**src/itc_pkg.sv**
```systemverilog
// Package for the isochronous transmit context control block.
// Assumes a single 20 MHz clock and a plain strobe register port.
//
// Operation
// Eight transmit contexts, set view at 200h plus 16 per context, clear view at 204h plus 16.
// Ones written to the set view set bits, ones to the clear view clear them, zeros change nothing.
// With cycle_match_arm set, the first packet goes out in the cycle equal to target_cycle_value.
// target_cycle_value is bits 30..16, compared with two seconds bits and the 13-bit cycle number.
// The comparison uses the cycle start seen just before transmission begins.
// Hardware clears cycle_match_arm once the context has become active.
// Descriptor processing may start ahead of the matched cycle.
// Software sets and clears run; hardware changes run only on reset.
// Software sets wake; hardware clears it on every descriptor fetch.
// dead is set on a fatal error and cleared when software clears run.
// active is one while the context processes descriptors.
// Reserved bits 14..13 and 9..8 read as zero.
// Bits 7..5 carry no meaning for transmit and are not kept.
// After each last-output command the completion code in bits 4..0 is written.
// On overflow each running context tolerates up to seven skipped cycles.
// At reset run, dead, active and the reserved bits are zero.
package itc_pkg;
  // ****************************************
  // Address map
  // ****************************************
  localparam logic [11:0] ITC_SET_BASE = 12'h200;
  localparam logic [11:0] ITC_CLR_BASE = 12'h204;
  localparam logic [11:0] ITC_CTX_STRIDE = 12'h010;
  localparam logic [11:0] ITC_IRQ_STAT = 12'h300;
  localparam logic [11:0] ITC_IRQ_MASK = 12'h304;
  localparam int ITC_NUM_CTX = 8;
  // ****************************************
  // Field positions
  // ****************************************
  localparam int ITC_ARM_BIT = 31;
  localparam int ITC_MATCH_HI = 30;
  localparam int ITC_MATCH_LO = 16;
  localparam int ITC_RUN_BIT = 15;
  localparam int ITC_WAKE_BIT = 12;
  localparam int ITC_DEAD_BIT = 11;
  localparam int ITC_ACTIVE_BIT = 10;
  localparam int ITC_CODE_HI = 4;
  localparam logic [2:0] ITC_MAX_SKIPS = 3'h7;
  // Completion codes
  localparam logic [4:0] ITC_EVT_TIMEOUT = 5'h0a;
  // Reset values
  localparam logic [14:0] ITC_MATCH_RST = 15'h0000;
  localparam logic [4:0] ITC_CODE_RST = 5'h00;
  localparam logic [2:0] ITC_SKIP_RST = 3'h0;
  // Timing: clock 20 MHz, period in ns
  localparam int ITC_CLK_NS = 50;

  // Per-context state
  typedef struct packed {
    logic arm;
    logic [14:0] match;
    logic run;
    logic wake;
    logic dead;
    logic active;
    logic [4:0] code;
    logic [2:0] skips;
  } itc_ctx_t;

  // Hardware events from the descriptor engine, one bit per context
  typedef struct packed {
    logic [7:0] start;
    logic [7:0] fetch;
    logic [7:0] fatal;
    logic [7:0] done;
    logic [7:0] last;
    logic [7:0] skip;
  } itc_evt_t;

  // Cycle timer snapshot
  typedef struct packed {
    logic [1:0] seconds_count_field;
    logic [12:0] cycle_number_field;
  } itc_cyc_t;
endpackage

```
**src/itc_top.sv**
```systemverilog
// Control and status for eight isochronous transmit contexts.
// Assumes the descriptor engine and cycle timer share clk_in.
module itc_top (
  input wire logic clk_in,
  input wire logic rst_in,
  input wire logic ce_in,
  input wire logic [11:0] addr_in,
  input wire logic [31:0] wdata_in,
  input wire logic wr_in,
  input wire logic rd_in,
  input wire itc_pkg::itc_evt_t evt_in,
  input wire logic [4:0] code_in,
  input wire logic cyc_start_in,
  input wire itc_pkg::itc_cyc_t cyc_in,
  input wire logic fatal_bus_error_flag_in,
  output logic [31:0] rdata_out,
  output logic [7:0] run_out,
  output logic [7:0] xmit_en_out,
  output logic [7:0] overflow_out,
  output logic irq_out
);
  import itc_pkg::*;

  typedef enum logic [1:0] {
    ITC_IDLE = 2'b00,
    ITC_WAIT = 2'b01,
    ITC_BUSY = 2'b10
  } itc_phase_t;

  typedef struct packed {
    itc_ctx_t [ITC_NUM_CTX-1:0] ctx;
    itc_phase_t [ITC_NUM_CTX-1:0] phase;
    logic [7:0] stat;
    logic [7:0] mask;
    logic [31:0] rdata;
    logic [7:0] xmit_en;
    logic [7:0] ovf;
    logic irq;
  } itc_state_t;

  itc_state_t s_r;
  itc_state_t s_nxt;
  logic [2:0] sel;
  logic hit_set;
  logic hit_clr;
  logic stat_rd;
  logic [31:0] ctx_view [ITC_NUM_CTX];

  // ****************************************
  // Address decode
  // ****************************************
  always_comb begin
    sel = addr_in[6:4];
    hit_set = (addr_in[11:7] == ITC_SET_BASE[11:7]) && (addr_in[3:0] == ITC_SET_BASE[3:0]);
    hit_clr = (addr_in[11:7] == ITC_CLR_BASE[11:7]) && (addr_in[3:0] == ITC_CLR_BASE[3:0]);
    stat_rd = rd_in && (addr_in == ITC_IRQ_STAT);
  end

  // ****************************************
  // Readback views
  // ****************************************
  // Image of each context; reserved and speed bits stay low
  always_comb begin
    for (int i = 0; i < ITC_NUM_CTX; i++) begin
      ctx_view[i] = 32'h0000_0000;
      ctx_view[i][ITC_ARM_BIT] = s_r.ctx[i].arm;
      ctx_view[i][ITC_MATCH_HI:ITC_MATCH_LO] = s_r.ctx[i].match;
      ctx_view[i][ITC_RUN_BIT] = s_r.ctx[i].run;
      ctx_view[i][ITC_WAKE_BIT] = s_r.ctx[i].wake;
      ctx_view[i][ITC_DEAD_BIT] = s_r.ctx[i].dead;
      ctx_view[i][ITC_ACTIVE_BIT] = s_r.ctx[i].active;
      ctx_view[i][ITC_CODE_HI:0] = s_r.ctx[i].code;
    end
  end

  // ****************************************
  // Next state
  // ****************************************
  always_comb begin
    logic [7:0] ev;
    logic was_run;
    ev = 8'h00;
    was_run = 1'b0;
    s_nxt = s_r;
    for (int i = 0; i < ITC_NUM_CTX; i++) begin
      s_nxt.xmit_en[i] = 1'b0;
      was_run = s_r.ctx[i].run;
      // Software access
      if (wr_in && (hit_set || hit_clr) && sel == i[2:0]) begin
        if (hit_set) begin
          s_nxt.ctx[i].arm = s_r.ctx[i].arm | wdata_in[ITC_ARM_BIT];
          s_nxt.ctx[i].match = s_r.ctx[i].match | wdata_in[ITC_MATCH_HI:ITC_MATCH_LO];
          s_nxt.ctx[i].run = s_r.ctx[i].run | wdata_in[ITC_RUN_BIT];
          s_nxt.ctx[i].wake = s_r.ctx[i].wake | wdata_in[ITC_WAKE_BIT];
        end else begin
          s_nxt.ctx[i].arm = s_r.ctx[i].arm & ~wdata_in[ITC_ARM_BIT];
          s_nxt.ctx[i].match = s_r.ctx[i].match & ~wdata_in[ITC_MATCH_HI:ITC_MATCH_LO];
          s_nxt.ctx[i].run = s_r.ctx[i].run & ~wdata_in[ITC_RUN_BIT];
        end
      end
      // A fetch always drops wake, even beside a set write
      if (evt_in.fetch[i]) begin
        s_nxt.ctx[i].wake = 1'b0;
      end
      // Clearing run stops the context and clears dead
      if (was_run && !s_nxt.ctx[i].run) begin
        s_nxt.ctx[i].dead = 1'b0;
        s_nxt.ctx[i].active = 1'b0;
        s_nxt.ctx[i].skips = ITC_SKIP_RST;
        s_nxt.phase[i] = ITC_IDLE;
      end else begin
        if (evt_in.fatal[i]) begin
          s_nxt.ctx[i].dead = 1'b1;
          ev[i] = 1'b1;
        end
        if (evt_in.last[i]) begin
          s_nxt.ctx[i].code = code_in;
          ev[i] = 1'b1;
        end
        // Skipped cycles counted on overflow conditions
        if (evt_in.skip[i] && s_r.ctx[i].run && (s_r.ctx[i].dead ||
            s_r.ctx[i].code == ITC_EVT_TIMEOUT || fatal_bus_error_flag_in)) begin
          if (s_r.ctx[i].skips == ITC_MAX_SKIPS) begin
            s_nxt.ovf[i] = 1'b1;
            ev[i] = 1'b1;
          end else begin
            s_nxt.ctx[i].skips = s_r.ctx[i].skips + 3'h1;
          end
        end
        if (evt_in.start[i]) begin
          s_nxt.ctx[i].skips = ITC_SKIP_RST;
        end
        // Context sequencing
        case (s_r.phase[i])
          ITC_IDLE: begin
            if (s_r.ctx[i].run && !s_r.ctx[i].dead && evt_in.start[i]) begin
              s_nxt.ctx[i].active = 1'b1;
              s_nxt.phase[i] = s_r.ctx[i].arm ? ITC_WAIT : ITC_BUSY;
              s_nxt.ctx[i].arm = 1'b0;
            end
          end
          ITC_WAIT: begin
            // Only the cycle start strobed now is compared
            if (cyc_start_in && cyc_in == s_r.ctx[i].match) begin
              s_nxt.phase[i] = ITC_BUSY;
            end
          end
          ITC_BUSY: begin
            if (evt_in.done[i] || evt_in.fatal[i]) begin
              s_nxt.ctx[i].active = 1'b0;
              s_nxt.phase[i] = ITC_IDLE;
            end
          end
          default: begin
            s_nxt.phase[i] = ITC_IDLE;
          end
        endcase
        if (s_r.phase[i] == ITC_WAIT && cyc_start_in && cyc_in == s_r.ctx[i].match) begin
          s_nxt.xmit_en[i] = 1'b1;
        end else if (s_r.phase[i] == ITC_BUSY) begin
          s_nxt.xmit_en[i] = ~evt_in.done[i] & ~evt_in.fatal[i];
        end
      end
    end
    // Interrupt status, set wins over read clear
    s_nxt.stat = (stat_rd ? 8'h00 : s_r.stat) | ev;
    if (wr_in && addr_in == ITC_IRQ_MASK) begin
      s_nxt.mask = wdata_in[7:0];
    end
    s_nxt.irq = |(s_nxt.stat & s_nxt.mask);
    // Read data, one cycle later
    s_nxt.rdata = 32'h0000_0000;
    if (rd_in) begin
      if (hit_set || hit_clr) begin
        // Either view returns the same image
        s_nxt.rdata = ctx_view[sel];
      end else if (addr_in == ITC_IRQ_STAT) begin
        s_nxt.rdata[7:0] = s_r.stat;
      end else if (addr_in == ITC_IRQ_MASK) begin
        s_nxt.rdata[7:0] = s_r.mask;
      end
    end
  end

  // ****************************************
  // State register
  // ****************************************
  always_ff @(posedge clk_in) begin
    if (rst_in) begin
      s_r <= '0;
    end else if (ce_in) begin
      s_r <= s_nxt;
    end
  end

  // Outputs
  always_comb begin
    rdata_out = s_r.rdata;
    xmit_en_out = s_r.xmit_en;
    overflow_out = s_r.ovf;
    irq_out = s_r.irq;
    for (int i = 0; i < ITC_NUM_CTX; i++) begin
      run_out[i] = s_r.ctx[i].run;
    end
  end

  // ****************************************
  // Checks
  // ****************************************
  a_reset_clears: assert property (@(posedge clk_in) $past(rst_in) |-> run_out == 8'h00)
    else $error("run not zero after reset");
  a_run_set_write: assert property (@(posedge clk_in) disable iff (rst_in)
    ce_in && wr_in && hit_set && sel == 3'h0 && wdata_in[15] |=> s_r.ctx[0].run)
    else $error("run not set by write");
  a_run_sw_only: assert property (@(posedge clk_in) disable iff (rst_in)
    !(ce_in && wr_in && (hit_set || hit_clr)) |=> $stable(run_out))
    else $error("run changed without write");
  a_dead_cleared: assert property (@(posedge clk_in) disable iff (rst_in)
    ce_in && s_r.ctx[0].run && !s_nxt.ctx[0].run |=> !s_r.ctx[0].dead)
    else $error("dead not cleared");
  a_wake_fetch: assert property (@(posedge clk_in) disable iff (rst_in)
    ce_in && evt_in.fetch[1] && !(wr_in && hit_set) |=> !s_r.ctx[1].wake)
    else $error("wake not cleared on fetch");
  a_arm_cleared: assert property (@(posedge clk_in) disable iff (rst_in)
    $rose(s_r.ctx[0].active) |-> !s_r.ctx[0].arm)
    else $error("arm still set when active");
  a_reserved_zero: assert property (@(posedge clk_in) disable iff (rst_in)
    rdata_out[14:13] == 2'b00 && rdata_out[9:5] == 5'h00)
    else $error("reserved bits nonzero");
  a_code_write: assert property (@(posedge clk_in) disable iff (rst_in)
    ce_in && evt_in.last[2] && s_r.ctx[2].run && s_nxt.ctx[2].run |=> s_r.ctx[2].code == $past(code_in))
    else $error("completion code not written");
  a_match_enable: assert property (@(posedge clk_in) disable iff (rst_in)
    ce_in && s_r.phase[0] == ITC_WAIT && cyc_start_in && cyc_in == s_r.ctx[0].match
    && s_nxt.ctx[0].run |=> xmit_en_out[0])
    else $error("match did not enable transmit");
  a_irq_level: assert property (@(posedge clk_in) disable iff (rst_in)
    irq_out == |(s_r.stat & s_r.mask))
    else $error("irq not tied to status");

  // Wake follows a set write unless a fetch lands with it
  a_wake_set_write: assert property (@(posedge clk_in) disable iff (rst_in)
    ce_in && wr_in && hit_set && sel == 3'h0 && wdata_in[ITC_WAKE_BIT] && !evt_in.fetch[0]
    |=> s_r.ctx[0].wake)
    else $error("wake not set by write");

  // A fetch beats any write to wake
  a_wake_fetch_wins: assert property (@(posedge clk_in) disable iff (rst_in)
    ce_in && evt_in.fetch[0] |=> !s_r.ctx[0].wake)
    else $error("wake kept over fetch");

  // Fatal error marks the context dead
  a_dead_on_fatal: assert property (@(posedge clk_in) disable iff (rst_in)
    ce_in && evt_in.fatal[0] && !(s_r.ctx[0].run && !s_nxt.ctx[0].run)
    |=> s_r.ctx[0].dead)
    else $error("dead not set on fatal");

  // A dead context never starts again
  a_dead_blocks_start: assert property (@(posedge clk_in) disable iff (rst_in)
    ce_in && s_r.ctx[0].dead && s_r.phase[0] == ITC_IDLE |=> s_r.phase[0] == ITC_IDLE)
    else $error("dead context started");

  // Start of processing raises active
  a_active_on_start: assert property (@(posedge clk_in) disable iff (rst_in)
    ce_in && s_r.phase[0] == ITC_IDLE && s_r.ctx[0].run && !s_r.ctx[0].dead
    && evt_in.start[0] && s_nxt.ctx[0].run |=> s_r.ctx[0].active)
    else $error("active not set on start");

  // End of processing drops active
  a_active_on_done: assert property (@(posedge clk_in) disable iff (rst_in)
    ce_in && s_r.phase[0] == ITC_BUSY && evt_in.done[0] |=> !s_r.ctx[0].active)
    else $error("active kept after done");

  // Active mirrors a phase other than idle
  a_phase_active: assert property (@(posedge clk_in) disable iff (rst_in)
    s_r.ctx[0].active == (s_r.phase[0] != ITC_IDLE))
    else $error("active and phase disagree");

  // Clear view drops arm
  a_clear_view_arm: assert property (@(posedge clk_in) disable iff (rst_in)
    ce_in && wr_in && hit_clr && sel == 3'h2 && wdata_in[ITC_ARM_BIT]
    |=> !s_r.ctx[2].arm)
    else $error("arm not cleared by write");

  // Zeros written leave the match field alone
  a_zero_write_keeps: assert property (@(posedge clk_in) disable iff (rst_in)
    ce_in && wr_in && (hit_set || hit_clr) && sel == 3'h2 && wdata_in == 32'h0
    |=> $stable(s_r.ctx[2].match))
    else $error("zero write changed match");

  // No transmit while waiting for a different cycle
  a_match_waits: assert property (@(posedge clk_in) disable iff (rst_in)
    ce_in && s_r.phase[0] == ITC_WAIT && !(cyc_start_in && cyc_in == s_r.ctx[0].match)
    |=> !xmit_en_out[0])
    else $error("transmit before match");

  // Idle contexts never enable transmit
  a_no_early_xmit: assert property (@(posedge clk_in) disable iff (rst_in)
    ce_in && s_r.phase[0] == ITC_IDLE |=> !xmit_en_out[0])
    else $error("transmit while idle");

  // Overflow flag stays until reset
  a_ovf_sticky: assert property (@(posedge clk_in) disable iff (rst_in)
    overflow_out[1] |=> overflow_out[1])
    else $error("overflow flag dropped");

  // Eighth counted skip raises overflow
  a_skip_limit: assert property (@(posedge clk_in) disable iff (rst_in)
    ce_in && s_r.ctx[1].skips == ITC_MAX_SKIPS && evt_in.skip[1] && s_r.ctx[1].run
    && s_nxt.ctx[1].run && fatal_bus_error_flag_in |=> overflow_out[1])
    else $error("overflow not raised");

  // Completion code only moves on a last-output event
  a_code_hold: assert property (@(posedge clk_in) disable iff (rst_in)
    ce_in && !evt_in.last[2] |=> $stable(s_r.ctx[2].code))
    else $error("code changed without event");

  // Clock enable low freezes all state
  a_frozen: assert property (@(posedge clk_in) disable iff (rst_in)
    !ce_in |=> $stable(s_r))
    else $error("state moved while frozen");

  // Reset leaves status bits clear
  a_reset_state: assert property (@(posedge clk_in)
    $past(rst_in) |-> !s_r.ctx[0].dead && !s_r.ctx[0].active && overflow_out == 8'h00)
    else $error("status not clear after reset");

  // Read data stands only after a read
  a_rdata_idle: assert property (@(posedge clk_in) disable iff (rst_in)
    ce_in && !rd_in |=> rdata_out == 32'h0)
    else $error("read data without read");

  // Clear view stops the context
  a_run_clear_write: assert property (@(posedge clk_in) disable iff (rst_in)
    ce_in && wr_in && hit_clr && sel == 3'h0 && wdata_in[ITC_RUN_BIT] |=> !s_r.ctx[0].run)
    else $error("run not cleared by write");

  // Set view arms the cycle match
  a_arm_set_write: assert property (@(posedge clk_in) disable iff (rst_in)
    ce_in && wr_in && hit_set && sel == 3'h2 && wdata_in[ITC_ARM_BIT] && !evt_in.start[2]
    |=> s_r.ctx[2].arm)
    else $error("arm not set by write");

  // Set view loads all ones into the match field
  a_match_set_write: assert property (@(posedge clk_in) disable iff (rst_in)
    ce_in && wr_in && hit_set && sel == 3'h2
    && wdata_in[ITC_MATCH_HI:ITC_MATCH_LO] == 15'h7fff |=> s_r.ctx[2].match == 15'h7fff)
    else $error("match not set by write");

  // Run holds without a clear write
  a_run_holds: assert property (@(posedge clk_in) disable iff (rst_in)
    ce_in && s_r.ctx[1].run && !(wr_in && hit_clr && sel == 3'h1) |=> s_r.ctx[1].run)
    else $error("run dropped by hardware");

  // Dead holds while run stays set
  a_dead_holds: assert property (@(posedge clk_in) disable iff (rst_in)
    ce_in && s_r.ctx[0].dead && s_nxt.ctx[0].run |=> s_r.ctx[0].dead)
    else $error("dead dropped while running");

  // Busy context keeps transmit enabled
  a_xmit_after_start: assert property (@(posedge clk_in) disable iff (rst_in)
    ce_in && s_r.phase[3] == ITC_BUSY && !evt_in.done[3] && !evt_in.fatal[3]
    && s_nxt.ctx[3].run |=> xmit_en_out[3])
    else $error("busy context not enabled");

  // Stopped contexts count no skips
  a_skips_idle: assert property (@(posedge clk_in) disable iff (rst_in)
    ce_in && !s_r.ctx[1].run |=> s_r.ctx[1].skips == ITC_SKIP_RST)
    else $error("skips counted while stopped");

  // Last-output event raises status
  a_stat_on_last: assert property (@(posedge clk_in) disable iff (rst_in)
    ce_in && evt_in.last[0] && !(s_r.ctx[0].run && !s_nxt.ctx[0].run) |=> s_r.stat[0])
    else $error("status not set on last");

  // Unarmed and matched start, a full skip count, a dead context and overflow
  c_plain_start: cover property (@(posedge clk_in) xmit_en_out[3]);
  c_skip_full: cover property (@(posedge clk_in) s_r.ctx[1].skips == ITC_MAX_SKIPS);
  c_match_start: cover property (@(posedge clk_in) xmit_en_out[0] && s_r.phase[0] == ITC_BUSY);
  c_dead: cover property (@(posedge clk_in) s_r.ctx[0].dead);
  c_overflow: cover property (@(posedge clk_in) overflow_out != 8'h00);
endmodule

```
**config.mk**
```make
export PLATFORM = sky130hd
export DESIGN_NAME = itc_top
export DESIGN_NICKNAME = d
export VERILOG_FILES = /design/src/itc_pkg.sv /design/src/itc_top.sv
export SDC_FILE = /design/constraint.sdc
export NUM_CORES = 1
export LEC_CHECK = 0
export ABC_AREA = 0
export BUFFER_PORTS_ARGS = -buffer_cell sky130_fd_sc_hd__buf_4
export CAP_MARGIN = 5
export CORE_MARGIN = 3
export CORE_UTILIZATION = 61
export CTS_BUF_LIST = sky130_fd_sc_hd__clkbuf_2 sky130_fd_sc_hd__clkbuf_4 sky130_fd_sc_hd__clkbuf_8
export DETAILED_ROUTE_END_ITERATION = 12
export PLACE_DENSITY_LB_ADDON = 0.2
export RECOVER_POWER = 50
export SLEW_MARGIN = 30
export SYNTH_ARGS = -nofsm -noshare
export SYNTH_HDL_FRONTEND = slang
export SYNTH_SLANG_ARGS = --single-unit
export TNS_END_PERCENT = 5
```
**constraint.sdc**
```tcl
create_clock -name clk_in -period 2.91 [get_ports clk_in]
set_input_delay 0.291 -clock clk_in [delete_from_list [all_inputs] [get_ports clk_in]]
set_output_delay 0.291 -clock clk_in [all_outputs]
set_load 0.02 [all_outputs]
```
==> results.tsv <==
stage	metric	value	unit
timing	setup_viol	0	
clocking	clock_path_buffers	3	
grt	antenna_found_initial	2	
setup_path	worstPathArrival	2960	ps
min_path	hp-class	input pin to flip-flop	
pwr	power.total	9140	uW
yosys	ys_types	74	
pwr	leakage	0.00650	uW
pwr	seq_power_share	0.461	
die	die_w	172	um
grt	grt_util_all_layers	0.344	
die	core_area	27000	um2
layout	drive_gt1_frac	0.148	
yosys	ys_seq_area_frac	0.358	
yosys	ys_ff_latch	301	
route	drc_errors	0	
setup_path	endpoint_kind	flip-flop	
yosys	synth_area_leader_cell	dfxtp_1	
place	gp_congestion	0.987	
timing	hold_ws	25.7	ps
timing	period_needed	2530	ps
pwr	power_density	488	nW/um2
timing	tightest_slew	1040	ps
clocking	cts_tree	done	
clocking	cts-root-buf	clkbuf_8	
timing	rsz0062_at_grt	false	
grt	grt_pass1_vias	14708	
timing	drv_slew	0	
min_path	min_from	evt_in[32]	
pwr	power.switching	2300	uW
setup_path	r2r_end	s_r[73]	
place	port-buffer-count	165	
job	max_cap_viol_count	0	
route	vias_per_cell	6.40	
layout	final_core_utilization	0.692	
yosys	synth_warnings	0	
yosys	syn_area_per_cell	8.02	um2
layout	layout.nets	2264	
setup_path	slowest_stage	or4_1	
place	dp_hpwl	36200	um
pwr	comb_power_share	0.092	
timing	relSlewSlack	0.307	
setup_path	crit_path_max_fanout	9	
place	dpl_worst_slack	171	ps
die	dieArea	29600	um2
yosys	netlist_top_cells_area	dfxtp_1 36%, nand2_1 9.3%, mux4_2 6.7%	
route	wire_per_inst	20.8	um
yosys	async_flop_share	0	
pwr	p_clk_frac	0.447	
die	die_y	172	um
route	drt-total-wl	52200	um
timing	post-route-period-util	0.869	
grt	gr-total-overflow	0	
layout	diodes	0	
die	initial_utilization	0.623	
clocking	numClockSinks	301	
min_path	whs_path_depth	4	
timing	fmax	395	MHz
timing	final.setup_skew	18.5	ps
outcome	run_status	completed	
setup_path	r2r_slack	450	ps
yosys	syn_inst	2099	
clocking	cts.htree.levels	2	
timing	timing.final.hold_violations	0	
yosys	netlist_area	16800	um2
layout	area_delta_synth_final	11.1	%
clocking	cts_buffers	50	
clocking	clk_pin_slew	60	ps
grt	grt_pass1_wl	80900	um
die	ios	176	
yosys	synth-edff-count	0	
grt	grt_max_degree	89	
setup_path	cp-start-kind	input pin	
yosys	synth.most_common_cell	nand2_1	
setup_path	critPathKind	input pin to flip-flop	
yosys	synth_top_area_frac	0.358	
setup_path	r2r_cells	6	
setup_path	startpoint	addr_in[3]	
setup_path	worstPathCellList	clkbuf_4 > or4_1 > nor3b_1 > nand3b_4 > a221oi_2 > a21oi_1 > nor4_1 > a311oi_1	
timing	fin_ws	381	ps
pwr	p_int	6840	uW
timing	setup_tns	0	ps
pwr	ir_drop	0.382	mV
yosys	synth_ff_type	dfxtp_1	
yosys	ys_top_cells_by_count	418 x nand2_1, 301 x dfxtp_1, 224 x a21oi_1	
route	vias	16053	
route	ant_nets	0	
setup_path	slowest_delay	780	ps
die	num_rows	60	
clocking	insertion_delay	580	ps
route	drtIter0Drc	2240	
min_path	hold-path-endpoint	ctx_view[236]	
route	drt_pass1_iterations	8	
pwr	sw_frac_of_total	0.251	
setup_path	critPathRequiredTime	3340	ps
## power by group through the flow
stage | Clock (uW) | Combinational (uW) | Sequential (uW)
finish | 4080 | 838 | 4220
global route | 4300 | 882 | 4220
CTS | 4110 | 819 | 4210
detailed placement | 0 | 801 | 4300
global placement | 0 | 789 | 4300
floorplan | 0 | 506 | 4290
## cell families after synthesis
family	Yosys count	share of synthesized area
buffers and inverters	251	0.0727
and+or+nand+nor	925	0.260
adders and majority gates	16	0.0119
AOI/OAI and AO/OA	367	0.127
muxes	118	0.108
other	1	0.000223
DFF	301	0.358
xor gates and xnor gates	120	0.0624
## worst max-delay path: cells and delay by family
family	cells	cell delay (ps)
AOI/OAI and AO/OA	3	700
buffers and inverters	1	110
and+or+nand+nor	4	1850
## through the flow
stage               instances  area, um2
finish                   2510      18700
global route             2510      18700
CTS                      2510      19000
detailed placement       2405      17800
global placement         2405      17800
floorplan                2102      16800
## metal layers
layer	part of all wire	vias up	GRT usage
li1	-	7341	-
met1	0.41	7599	0.498
met2	0.44	973	0.519
met3	0.12	138	0.0658
met4	0.032	2	0.116
met5	0.00025	-	0
## cells in the final DEF, fill, tap and decap left out, types with 11 or more instances in the layout
| master | count |
|---|---|
| a211oi_1 | 17 |
| a21oi_1 | 224 |
| a22oi_1 | 21 |
| buf_4 | 128 |
| clkbuf_1 | 59 |
| clkbuf_4 | 16 |
| clkbuf_8 | 72 |
| dfxtp_1 | 301 |
| dlygate4sd3_1 | 13 |
| ha_1 | 16 |
| mux2i_1 | 60 |
| mux4_2 | 50 |
| nand2_1 | 418 |
| nand3_1 | 159 |
| nand4_1 | 47 |
| nor2_1 | 143 |
| nor3_1 | 27 |
| nor3b_1 | 11 |
| nor4_1 | 14 |
| nor4b_1 | 11 |
| o21ai_0 | 39 |
| o31ai_1 | 11 |
| or4_1 | 20 |
| xnor2_1 | 120 |
## final cells by class
type,count,area [um2]
Timing Repair Buffer,214,1510
Sequential cell,301,6030
Clock buffer,86,1090
Inverter,12,45.0
Tap cell,341,427
Fill cell,2206,8320
Multi-Input combinational cell,1550,9570
Clock inverter,6,32.5
## worst max path at each step
stage | to | slack (ps) | cells after the start
6_report | irq_out | 380 | 8
5_1_grt | s_r[109] | 220 | 9
4_1_cts | s_r[73] | 530 | 6
3_5_place_dp | irq_out | 170 | 8
3_3_place_gp | irq_out | 230 | 8
2_1_floorplan | irq_out | 620 | 9
## repair_timing
action | 4_1_cts | 5_1_grt
resized for setup | 0 | 0
buffers inserted | 0 | 0
hold endpoints to repair | 13 | 0
hold buffers | 13 | 0
No activity file was read; power rests on OpenSTA's default activity.
